$ cat src/ebi_consts.vh
`ifndef EBI_CONSTS_VH
`define EBI_CONSTS_VH
// =========================================================
// address map
`define EBI_INT_SRAM_TOP 16'h10ff
`define EBI_EXT_BASE 16'h1100
// =========================================================
// wait-select codes
`define EBI_WAIT_NONE 2'h0
`define EBI_WAIT_ONE 2'h1
`define EBI_WAIT_TWO 2'h2
`define EBI_WAIT_TWO_GAP 2'h3
// =========================================================
// strobe wait counts
`define EBI_CNT_NONE 2'h0
`define EBI_CNT_ONE 2'h1
`define EBI_CNT_TWO 2'h2
// =========================================================
// reset values
`define EBI_RST_BYTE 8'h00
`define EBI_RST_ADDR 16'h0000
`define EBI_RST_WAIT 2'h0
// =========================================================
// sequencer states
`define EBI_ST_IDLE 3'h0
`define EBI_ST_ADDR 3'h1
`define EBI_ST_LATCH 3'h2
`define EBI_ST_STROBE 3'h3
`define EBI_ST_GAP 3'h4
`endif

$ cat src/ebi_core.v
`include "ebi_consts.vh"
`default_nettype none
module ebi_core (
  input wire sys_clk,
  input wire rst,
  // core access side
  input wire acc_req,
  input wire acc_we,
  input wire [15:0] acc_addr,
  input wire [7:0] acc_wdata,
  output wire acc_is_ext,
  output wire acc_busy,
  output wire acc_done,
  output wire [7:0] acc_rdata,
  // configuration bits
  input wire ext_mem_enable,
  input wire legacy_mode,
  input wire [1:0] upper_wait_select,
  input wire [1:0] lower_wait_select,
  input wire [2:0] sector_split_select,
  input wire [2:0] high_addr_release,
  input wire bus_keeper_enable,
  // ordinary port settings
  input wire [7:0] port_out_ad,
  input wire [7:0] port_dir_ad,
  input wire [7:0] port_out_hi,
  input wire [7:0] port_dir_hi,
  input wire [2:0] port_out_ctl,
  input wire [2:0] port_dir_ctl,
  // pins
  input wire [7:0] mux_addr_data_bus_in,
  output wire [7:0] mux_addr_data_bus_out,
  output wire [7:0] mux_addr_data_bus_oe,
  output wire [7:0] mux_addr_data_bus_pullup,
  output wire mux_addr_data_bus_keeper,
  output wire [7:0] high_addr_bus_out,
  output wire [7:0] high_addr_bus_oe,
  output wire ale_out,
  output wire ale_oe,
  output wire rd_n_out,
  output wire rd_n_oe,
  output wire wr_n_out,
  output wire wr_n_oe
);
  // =========================================================
  // helper functions
  function [1:0] wait_cycles;
    input [1:0] code;
    begin
      case (code)
        `EBI_WAIT_NONE: wait_cycles = `EBI_CNT_NONE;
        `EBI_WAIT_ONE: wait_cycles = `EBI_CNT_ONE;
        default: wait_cycles = `EBI_CNT_TWO;
      endcase
    end
  endfunction

  function in_upper_sector;
    input [2:0] split;
    input [15:0] addr;
    begin
      in_upper_sector = (split == 3'h0) || (addr[15:13] >= split);
    end
  endfunction

  function pin_pick;
    input use_bus;
    input bus_val;
    input port_val;
    begin
      pin_pick = use_bus ? bus_val : port_val;
    end
  endfunction

  function ctl_drive;
    input use_bus;
    input out_only;
    input port_dir;
    begin
      ctl_drive = use_bus | out_only | port_dir;
    end
  endfunction

  // =========================================================
  // configuration after legacy restrictions
  wire [7:0] ad_pins;
  wire [1:0] eff_upper_code;
  wire [1:0] eff_lower_code;
  wire [2:0] eff_split;
  wire [2:0] eff_release;
  wire [1:0] sel_code;
  wire [7:0] hi_mask;

  ebi_sync2 #(.WIDTH(8)) u_ad_sync (
    .sys_clk(sys_clk),
    .rst(rst),
    .async_in(mux_addr_data_bus_in),
    .sync_out(ad_pins)
  );

  assign eff_upper_code = legacy_mode ? {1'b0, upper_wait_select[0]} : upper_wait_select;
  assign eff_lower_code = legacy_mode ? `EBI_RST_WAIT : lower_wait_select;
  assign eff_split = legacy_mode ? 3'h0 : sector_split_select;
  assign eff_release = legacy_mode ? 3'h0 : high_addr_release;
  assign sel_code = in_upper_sector(eff_split, acc_addr) ? eff_upper_code : eff_lower_code;
  // top lines released to the port
  assign hi_mask = 8'hff >> eff_release;

  assign acc_is_ext = (acc_addr > `EBI_INT_SRAM_TOP);

  // =========================================================
  // bus sequencer
  reg [2:0] state_reg;
  reg [1:0] cnt_reg;
  reg [1:0] code_reg;
  reg we_reg;
  reg ext_reg;
  reg done_reg;
  reg [7:0] rdata_reg;
  reg ale_reg;
  reg rd_n_reg;
  reg wr_n_reg;
  reg ad_drive_reg;
  reg [7:0] ad_val_reg;
  reg [7:0] hi_val_reg;
  reg hi_drive_reg;

  always @(posedge sys_clk) begin
    if (rst) begin
      state_reg <= `EBI_ST_IDLE;
      cnt_reg <= 2'h0;
      code_reg <= `EBI_RST_WAIT;
      we_reg <= 1'b0;
      ext_reg <= 1'b0;
      done_reg <= 1'b0;
      rdata_reg <= `EBI_RST_BYTE;
      ale_reg <= 1'b0;
      rd_n_reg <= 1'b1;
      wr_n_reg <= 1'b1;
      ad_drive_reg <= 1'b0;
      ad_val_reg <= `EBI_RST_BYTE;
      hi_val_reg <= `EBI_RST_BYTE;
      hi_drive_reg <= 1'b0;
    end else begin
      done_reg <= 1'b0;
      case (state_reg)
        `EBI_ST_IDLE: begin
          if (!ext_mem_enable) begin
            // nothing stays driven for a later enable
            hi_drive_reg <= 1'b0;
          end
          if (acc_req) begin
            if (!ext_mem_enable) begin
              // external reads give zero, never alias
              done_reg <= 1'b1;
              rdata_reg <= `EBI_RST_BYTE;
            end else begin
              state_reg <= `EBI_ST_ADDR;
              ale_reg <= 1'b1;
              ad_drive_reg <= 1'b1;
              ad_val_reg <= acc_addr[7:0];
              hi_val_reg <= acc_addr[15:8];
              hi_drive_reg <= 1'b1;
              we_reg <= acc_we;
              ext_reg <= acc_is_ext;
              code_reg <= sel_code;
              cnt_reg <= wait_cycles(sel_code);
            end
          end
        end
        `EBI_ST_ADDR: begin
          // address stays on bus as strobe falls
          state_reg <= `EBI_ST_LATCH;
          ale_reg <= 1'b0;
        end
        `EBI_ST_LATCH: begin
          if (ext_reg) begin
            // latch stays low in data phase
            state_reg <= `EBI_ST_STROBE;
            rd_n_reg <= we_reg;
            wr_n_reg <= ~we_reg;
            ad_drive_reg <= we_reg;
            if (we_reg) begin
              ad_val_reg <= acc_wdata;
            end
          end else begin
            state_reg <= `EBI_ST_IDLE;
            ad_drive_reg <= 1'b0;
            done_reg <= 1'b1;
          end
        end
        `EBI_ST_STROBE: begin
          if (cnt_reg == 2'h0) begin
            rd_n_reg <= 1'b1;
            wr_n_reg <= 1'b1;
            ad_drive_reg <= 1'b0;
            if (!we_reg) begin
              rdata_reg <= ad_pins;
            end
            if (code_reg == `EBI_WAIT_TWO_GAP) begin
              state_reg <= `EBI_ST_GAP;
            end else begin
              state_reg <= `EBI_ST_IDLE;
              done_reg <= 1'b1;
            end
          end else begin
            cnt_reg <= cnt_reg - 2'h1;
          end
        end
        `EBI_ST_GAP: begin
          // one idle cycle before next address
          state_reg <= `EBI_ST_IDLE;
          done_reg <= 1'b1;
        end
        default: begin
          state_reg <= `EBI_ST_IDLE;
        end
      endcase
    end
  end

  assign acc_busy = (state_reg != `EBI_ST_IDLE);
  assign acc_done = done_reg;
  assign acc_rdata = rdata_reg;

  // =========================================================
  // pin multiplexing
  wire ctl_out_only;
  assign ctl_out_only = legacy_mode;

  assign mux_addr_data_bus_out = ext_mem_enable ? ad_val_reg : port_out_ad;
  assign mux_addr_data_bus_oe = ext_mem_enable ? {8{ad_drive_reg}} : port_dir_ad;
  assign mux_addr_data_bus_pullup = port_out_ad & ~mux_addr_data_bus_oe;
  assign mux_addr_data_bus_keeper = bus_keeper_enable & ~legacy_mode;

  reg [7:0] hi_out_mux;
  reg [7:0] hi_oe_mux;

  always @* begin
    hi_out_mux = port_out_hi;
    hi_oe_mux = port_dir_hi;
    if (ext_mem_enable) begin
      // released lines stay ordinary port pins
      hi_out_mux = (hi_val_reg & hi_mask) | (port_out_hi & ~hi_mask);
      hi_oe_mux = ({8{hi_drive_reg}} & hi_mask) | (port_dir_hi & ~hi_mask);
    end
  end

  assign high_addr_bus_out = hi_out_mux;
  assign high_addr_bus_oe = hi_oe_mux;

  // strobe pins output only in legacy
  assign ale_out = pin_pick(ext_mem_enable, ale_reg, port_out_ctl[2]);
  assign ale_oe = ctl_drive(ext_mem_enable, ctl_out_only, port_dir_ctl[2]);
  assign rd_n_out = pin_pick(ext_mem_enable, rd_n_reg, port_out_ctl[1]);
  assign rd_n_oe = ctl_drive(ext_mem_enable, ctl_out_only, port_dir_ctl[1]);
  assign wr_n_out = pin_pick(ext_mem_enable, wr_n_reg, port_out_ctl[0]);
  assign wr_n_oe = ctl_drive(ext_mem_enable, ctl_out_only, port_dir_ctl[0]);
endmodule // ebi_core
`default_nettype wire

$ cat src/ebi_sync2.v
`default_nettype none
// =========================================================
// two-stage synchroniser for pin inputs
module ebi_sync2 #(
  parameter WIDTH = 8
) (
  input wire sys_clk,
  input wire rst,
  input wire [WIDTH-1:0] async_in,
  output wire [WIDTH-1:0] sync_out
);
  reg [WIDTH-1:0] meta_reg;
  reg [WIDTH-1:0] sync_reg;
  always @(posedge sys_clk) begin
    if (rst) begin
      meta_reg <= {WIDTH{1'b0}};
      sync_reg <= {WIDTH{1'b0}};
    end else begin
      meta_reg <= async_in;
      sync_reg <= meta_reg;
    end
  end
  assign sync_out = sync_reg;
endmodule // ebi_sync2
`default_nettype wire

$ cat config.mk
export PLATFORM = sky130hd
export DESIGN_NAME = ebi_core
export DESIGN_NICKNAME = d
export VERILOG_FILES = /design/src/ebi_core.v /design/src/ebi_sync2.v
export VERILOG_INCLUDE_DIRS = /design/src /design/src/src
export SDC_FILE = /design/constraint.sdc
export NUM_CORES = 1
export LEC_CHECK = 0
export ABC_AREA = 1
export BUFFER_PORTS_ARGS = -buffer_cell sky130_fd_sc_hd__buf_2
export CAP_MARGIN = 0
export CORE_ASPECT_RATIO = 0.6
export CORE_UTILIZATION = 41
export DETAILED_ROUTE_END_ITERATION = 7
export PLACE_DENSITY = 0.77
export SYNTH_ARGS = -nofsm -noshare
export SYNTH_HDL_FRONTEND = slang
export SYNTH_SLANG_ARGS = --single-unit
$ cat constraint.sdc
create_clock -name sys_clk -period 1.35 [get_ports sys_clk]
set_input_delay 0.2025 -clock sys_clk [delete_from_list [all_inputs] [get_ports sys_clk]]
set_output_delay 0.2025 -clock sys_clk [all_outputs]
set_load 0.05 [all_outputs]
==> results.toml, run 1 <==
[synthesis]
synth.distinct_cells = 33
synth_top_area_share = 0.393
postSynthAreaPerCell_sq_um = 6.59
synth_edf_count = 0
syn_area_sq_um = 2800
yosysMostFrequentCell = "nand2_1"
syn_nets = 516
synth_area_leaders = "dfxtp_1 39%, nand2_1 14%, inv_1 8.9%"
synthCells = 425
ys_ff_latch = 55
ys_warn_count = 0
synthFlopType = "dfxtp_1"
async_reset_ff_frac = 0
yosysTopAreaCell = "dfxtp_1"
synth_common_cells = "107 x nand2_1, 66 x inv_1, 57 x nor2_1, 55 x dfxtp_1, 49 x o21ai_0"
synth_seq_area_share = 0.393

[global_route]
grt_pass1_wl_um = 14800
gr-total-overflow = 0
grt_max_degree = 22
grt_use_total = 0.267
antenna_found_initial = 0
grt_pass1_vias = 3251

[route]
post-route-drc-count = 0
vias = 3689
routed_wl_um = 11200
ant_nets = 0
drt_first_pass_iters = 5
initialDrtViolationCount = 253
via_per_inst = 5.21
wl_per_cell_um = 15.9

[power]
switchingPower_mw = 2.02
switching_share = 0.382
clock_power_share = 0.246
cellPowerDensity_nw_per_um2 = 1040
leakagePower_nw = 2.57
pwr-share-seq = 0.347
combPwrFrac = 0.407
ir_drop_v = 0.000597
p_int_mw = 3.27

[die]
dieArea_sq_um = 7170
dieHeight_um = 66
ios = 145
fp.coreArea_sq_um = 6360
initial_core_util = 0.440
die_x_um = 109
rows = 22

[clock_tree]
clock_path_buffers = 2
cts_sinks = 55
clk_latency_ps = 300
cts-buffers-inserted = 5
clk_pin_slew_ps = 70
cts_tree = "done"
cts_root_buffer = "clkbuf_16"
htree_levels = 2

[placed_design]
routabilityCongestion = 0.885
placed_area_sq_um = 4150
place_worst_setup_slack_ps = -392
port_buffers = 144
dp_hpwl_um = 6920

[cells_and_area]
nNetsFinal = 714
nFillCells = 363
n_antenna_cell = 0
fin_area_sq_um = 5100
layout-drive-gt1-share = 0.514
multi_input_area_sq_um = 1850
syn_to_final_growth_pct = 82.1
regArea_sq_um = 1120

[timing]
post-route-worst-setup-slack_ps = -188
hold_viol_final = 0
fin_crit_sh = 1.14
slew_viol_final = 0
setup_viol = 43
fin_skew_ps = 7.10
timing.hold.ws_ps = 103
rsz0062_at_grt = "yes"
clock.fmax_ghz = 0.650
max_slew_margin = 0.723
min_period_ps = 1540
worst_slew_pin_slew_ps = 415

[worst_setup_path]
path_max_fanout = 2
critPathRequiredTime_ps = 1530
cp-start-kind = "flip-flop"
crit_arrival_ps = 1720
critical_path_class = "flip-flop to flip-flop"
end_kind = "flip-flop"

[outcome]
outcome = "complete, but fails checks"
violations = "negative setup slack"

[min_path]
hp-class = "primary input to flip-flop"

[flow_run]
cap_violations = 0
[path summary, 6_finish.rpt]
| kind | depth (start not counted) | from | slack [ps] | end |
|---|---|---|---|---|
| setup / recovery | 8 | cnt_reg[0] | -190 | wr_n_reg |
| setup reg to reg | 8 | cnt_reg[0] | -190 | wr_n_reg |
| hold reg to reg | 2 | u_ad_sync.meta_reg[3] | 410 | u_ad_sync.sync_out[3] |
| hold / removal | 3 | mux_addr_data_bus_in[4] | 100 | u_ad_sync.meta_reg[4] |
[cell usage in the layout (no fill, tap or decap), types with 5 or more instances in the layout]
master	count
buf_6	25
dfxtp_1	49
o21ai_2	6
nor2_4	15
nand3_1	12
nand2_1	75
nand2_4	12
o21ai_1	15
buf_2	106
inv_2	9
buf_4	54
a31oi_1	9
inv_1	54
buf_8	14
buf_12	5
nor2_1	42
o21ai_4	10
a21oi_1	12
o21ai_0	20
clkbuf_16	6
nand2_2	20
[area by class of cell]
cell class                 instances  share of cell area
timing repair buffer             206               0.306
multi-input combinational        283               0.363
sequential                        55               0.219
clock inverter                     3             0.00491
tap                               84              0.0206
inverter                          72              0.0611
clock buffer                       5              0.0245
[worst max-delay path, stage by stage (launching register included)]
cell,delay [ps]
dfxtp_2,360
inv_1,70
ha_1,240
nand2_2,100
inv_2,60
buf_4,130
buf_4,130
o31ai_1,240
nand2_1,90
[logic make-up (layout without fill, tap and decap cells)]
kind of cell / count (synthesis) / after routing / synth area share
muxes: 2 / 2 / 0.00715
adders and majority gates: 4 / 4 / 0.0179
buffers and inverters: 87 / 286 / 0.124
AOI/OAI and AO/OA: 83 / 83 / 0.165
DFF: 55 / 55 / 0.393
and+or+nand+nor: 194 / 194 / 0.292
[stage by stage]
stage	utilization	setup TNS (ps)	power [mW]	instances
after CTS	0.738	-596	4.99	697
after global routing	0.802	-7120	5.48	708
final	0.802	-3790	5.29	708
after global placement	0.653	-3740	3.47	681
after detailed placement	0.653	-4750	3.51	681
after floorplan	-	-2410	3.00	425
[repair_timing]
item,in CTS,in global routing
hold endpoints to repair,0,0
hold buffers,0,0
cloned,0,2
setup buffers,8,9
endpoints found under the setup margin,44,58
resized for setup,101,86
pin swaps,13,35
[metal layers]
| metal | vias to the layer above | wire (um) | part of all wire | GRT usage |
|---|---|---|---|---|
| met5 | - | 0 | 0 | 0 |
| met4 | 0 | 381 | 0.034 | 0.0642 |
| met3 | 42 | 970 | 0.086 | 0.0670 |
| met2 | 208 | 5490 | 0.49 | 0.480 |
| met1 | 1709 | 4400 | 0.39 | 0.319 |
| li1 | 1730 | - | - | - |
[power by group through the flow]
| stage | Sequential [mW] | Clock (mW) | Combinational [mW] |
|---|---|---|---|
| after floorplan | 1.92 | 0 | 1.08 |
| after global placement | 1.85 | 0 | 1.63 |
| after detailed placement | 1.85 | 0 | 1.66 |
| after CTS | 1.82 | 1.30 | 1.87 |
| after global routing | 1.84 | 1.37 | 2.27 |
| final | 1.83 | 1.30 | 2.15 |
(Power assumes the default switching activity.)
==> inputs of run 2 (changes only) <==
--- a/config.mk
+++ b/config.mk
@@ -12,7 +12,7 @@
 export CORE_ASPECT_RATIO = 0.6
 export CORE_UTILIZATION = 41
 export DETAILED_ROUTE_END_ITERATION = 7
-export PLACE_DENSITY = 0.77
+export PLACE_DENSITY = 0.8
 export SYNTH_ARGS = -nofsm -noshare
 export SYNTH_HDL_FRONTEND = slang
 export SYNTH_SLANG_ARGS = --single-unit
==> run 2 against run 1 <==
Effect of this change:
- the run still ends with negative setup slack left
- non-clock buffer count fell by 3
- power grew 4.7%
- sequential cell count is the same
- highest routed layer unchanged
- largest cell class unchanged
- sequential share of layout area down 0.34 points
- count of clock-buffer cells in the layout is 1 higher
- critical path depth is 4 lower
- clock power increased by 19%
==> results.toml, run 2 (synthesis results as in run 1) <==
[worst_setup_path]
critical_path_class = "flip-flop to primary output"
cp-start-kind = "flip-flop"
critPathRequiredTime_ps = 1150
crit_family = "buffers and inverters"
path_buf_inv = 3
cp_cell_sequence = "clkinvlp_4 -> buf_12 -> o21ai_4 -> buf_6"
slowest_delay_ps = 380
crit_arrival_ps = 1250
crit_slowest_cell = "dfxtp_4"
path_max_fanout = 6
end_kind = "primary output"

[timing]
max_slew_margin = 0.717
min_period_ps = 1460
post-route-worst-setup-slack_ps = -106
worst_slew_pin_slew_ps = 424
setup_viol = 35
fin_crit_sh = 1.08
fin_skew_ps = 4.37
hold_viol_final = 0
rsz0062_at_grt = "yes"
timing.hold.ws_ps = 108
slew_viol_final = 0
clock.fmax_ghz = 0.687

[global_route]
grt_max_degree = 30
grt_pass1_wl_um = 15700
antenna_found_initial = 0
grt_pass1_vias = 3405
grt_use_total = 0.288
gr-total-overflow = 0

[die]
rows = 22
die_x_um = 109
ios = 145
dieArea_sq_um = 7170
fp.coreArea_sq_um = 6360
initial_core_util = 0.440
dieHeight_um = 66

[placed_design]
routabilityCongestion = 0.876
place_worst_setup_slack_ps = -349
port_buffers = 144
dp_hpwl_um = 6470
placed_area_sq_um = 4120

[power]
ir_drop_v = 0.000679
design_power_total_mw = 5.54
cellPowerDensity_nw_per_um2 = 1070
leakagePower_nw = 2.54

[outcome]
violations = "negative setup slack"
outcome = "complete, but fails checks"

[clock_tree]
ctsHoldBuffers = 0
clk_latency_ps = 300
clock_path_buffers = 2
cts_root_buffer = "clkbuf_16"
cts_tree = "done"
cts-buffers-inserted = 5
cts_sinks = 55
htree_levels = 2
clk_pin_slew_ps = 70

[cells_and_area]
layout_commonest_cell = "buf_2"
nNetsFinal = 712
n_antenna_cell = 0
final_cell_mix = "107 x buf_2, 74 x nand2_1, 56 x inv_1"
syn_to_final_growth_pct = 84.4
nFillCells = 352
utilization = 0.811
fin_area_sq_um = 5160
layout-drive-gt1-share = 0.518

[route]
drt_first_pass_iters = 5
routed_wl_um = 11700
via_per_inst = 5.31
wl_per_cell_um = 16.5
vias = 3750
ant_nets = 0
post-route-drc-count = 0
initialDrtViolationCount = 255

[min_path]
hp-class = "primary input to flip-flop"

[flow_run]
cap_violations = 0
## run 2: cell count changes in the layout (fill, tap and decap cells not counted), moves of 2 or more
cell / change
o21ai_0: -11
o21ai_1: +10
buf_4: -9
clkbuf_4: +4
inv_2: -4
inv_4: +4
buf_6: +3
nand2_2: +3
nand2_4: -3
buf_8: -2
clkinv_4: -2
inv_1: +2
nand2_8: +2
nor2_1: +2
## run 2: routing by layer
layer | routed length (um) | GRT usage | vias to the layer above
met2 | 5840 | 0.523 | 241
met4 | 414 | 0.0980 | 0
met1 | 4420 | 0.323 | 1723
li1 | - | - | 1740
met5 | 0 | 0 | -
met3 | 1010 | 0.0828 | 46
## run 2: worst register-to-register path: stages (launching register included)
cell      delay [ps]
dfxtp_4          380
inv_4             70
nand3_4          120
buf_6            150
nor2_4           150
inv_4             90
buf_4            170
a211oi_1         220
## run 2: timing repair
| action | in CTS | in global routing |
|---|---|---|
| resized for setup | 108 | 86 |
| pin swaps | 16 | 27 |
| buffers inserted | 13 | 9 |
| gates cloned | 2 | 0 |
| endpoints found under the setup margin | 59 | 64 |
| endpoints found under the hold margin | 0 | 0 |
## run 2: area by class of cell
type                       instances  area, sq um  share of cell area
sequential                        55         1110               0.216
clock inverter                     2         38.8             0.00752
timing repair buffer             203         1530               0.296
multi-input combinational        284         1930               0.374
inverter                          72          307              0.0594
tap                               84          105              0.0204
clock buffer                       6          139              0.0269
## run 2: report_power, final
group	internal (mW)	switching (mW)
sequential	1.75	0.0821
combinational	0.807	1.36
clock	0.934	0.612
## run 2: per-stage QoR
stage / std cells / setup TNS, ps
after CTS: 698 / -448
after detailed placement: 675 / -4960
after floorplan: 425 / -2410
final: 706 / -1680
after global routing: 706 / -4430
after global placement: 675 / -3580
## run 2: path summary, 6_finish.rpt
check	start	end	slack, ps	depth (start not counted)
hold / removal	mux_addr_data_bus_in[6]	u_ad_sync.meta_reg[6]	110	3
setup / recovery	hi_drive_reg	high_addr_bus_oe[6]	-110	4
hold reg to reg	u_ad_sync.meta_reg[2]	u_ad_sync.sync_out[2]	400	2
setup reg to reg	state_reg[2]	ale_reg	-90	7
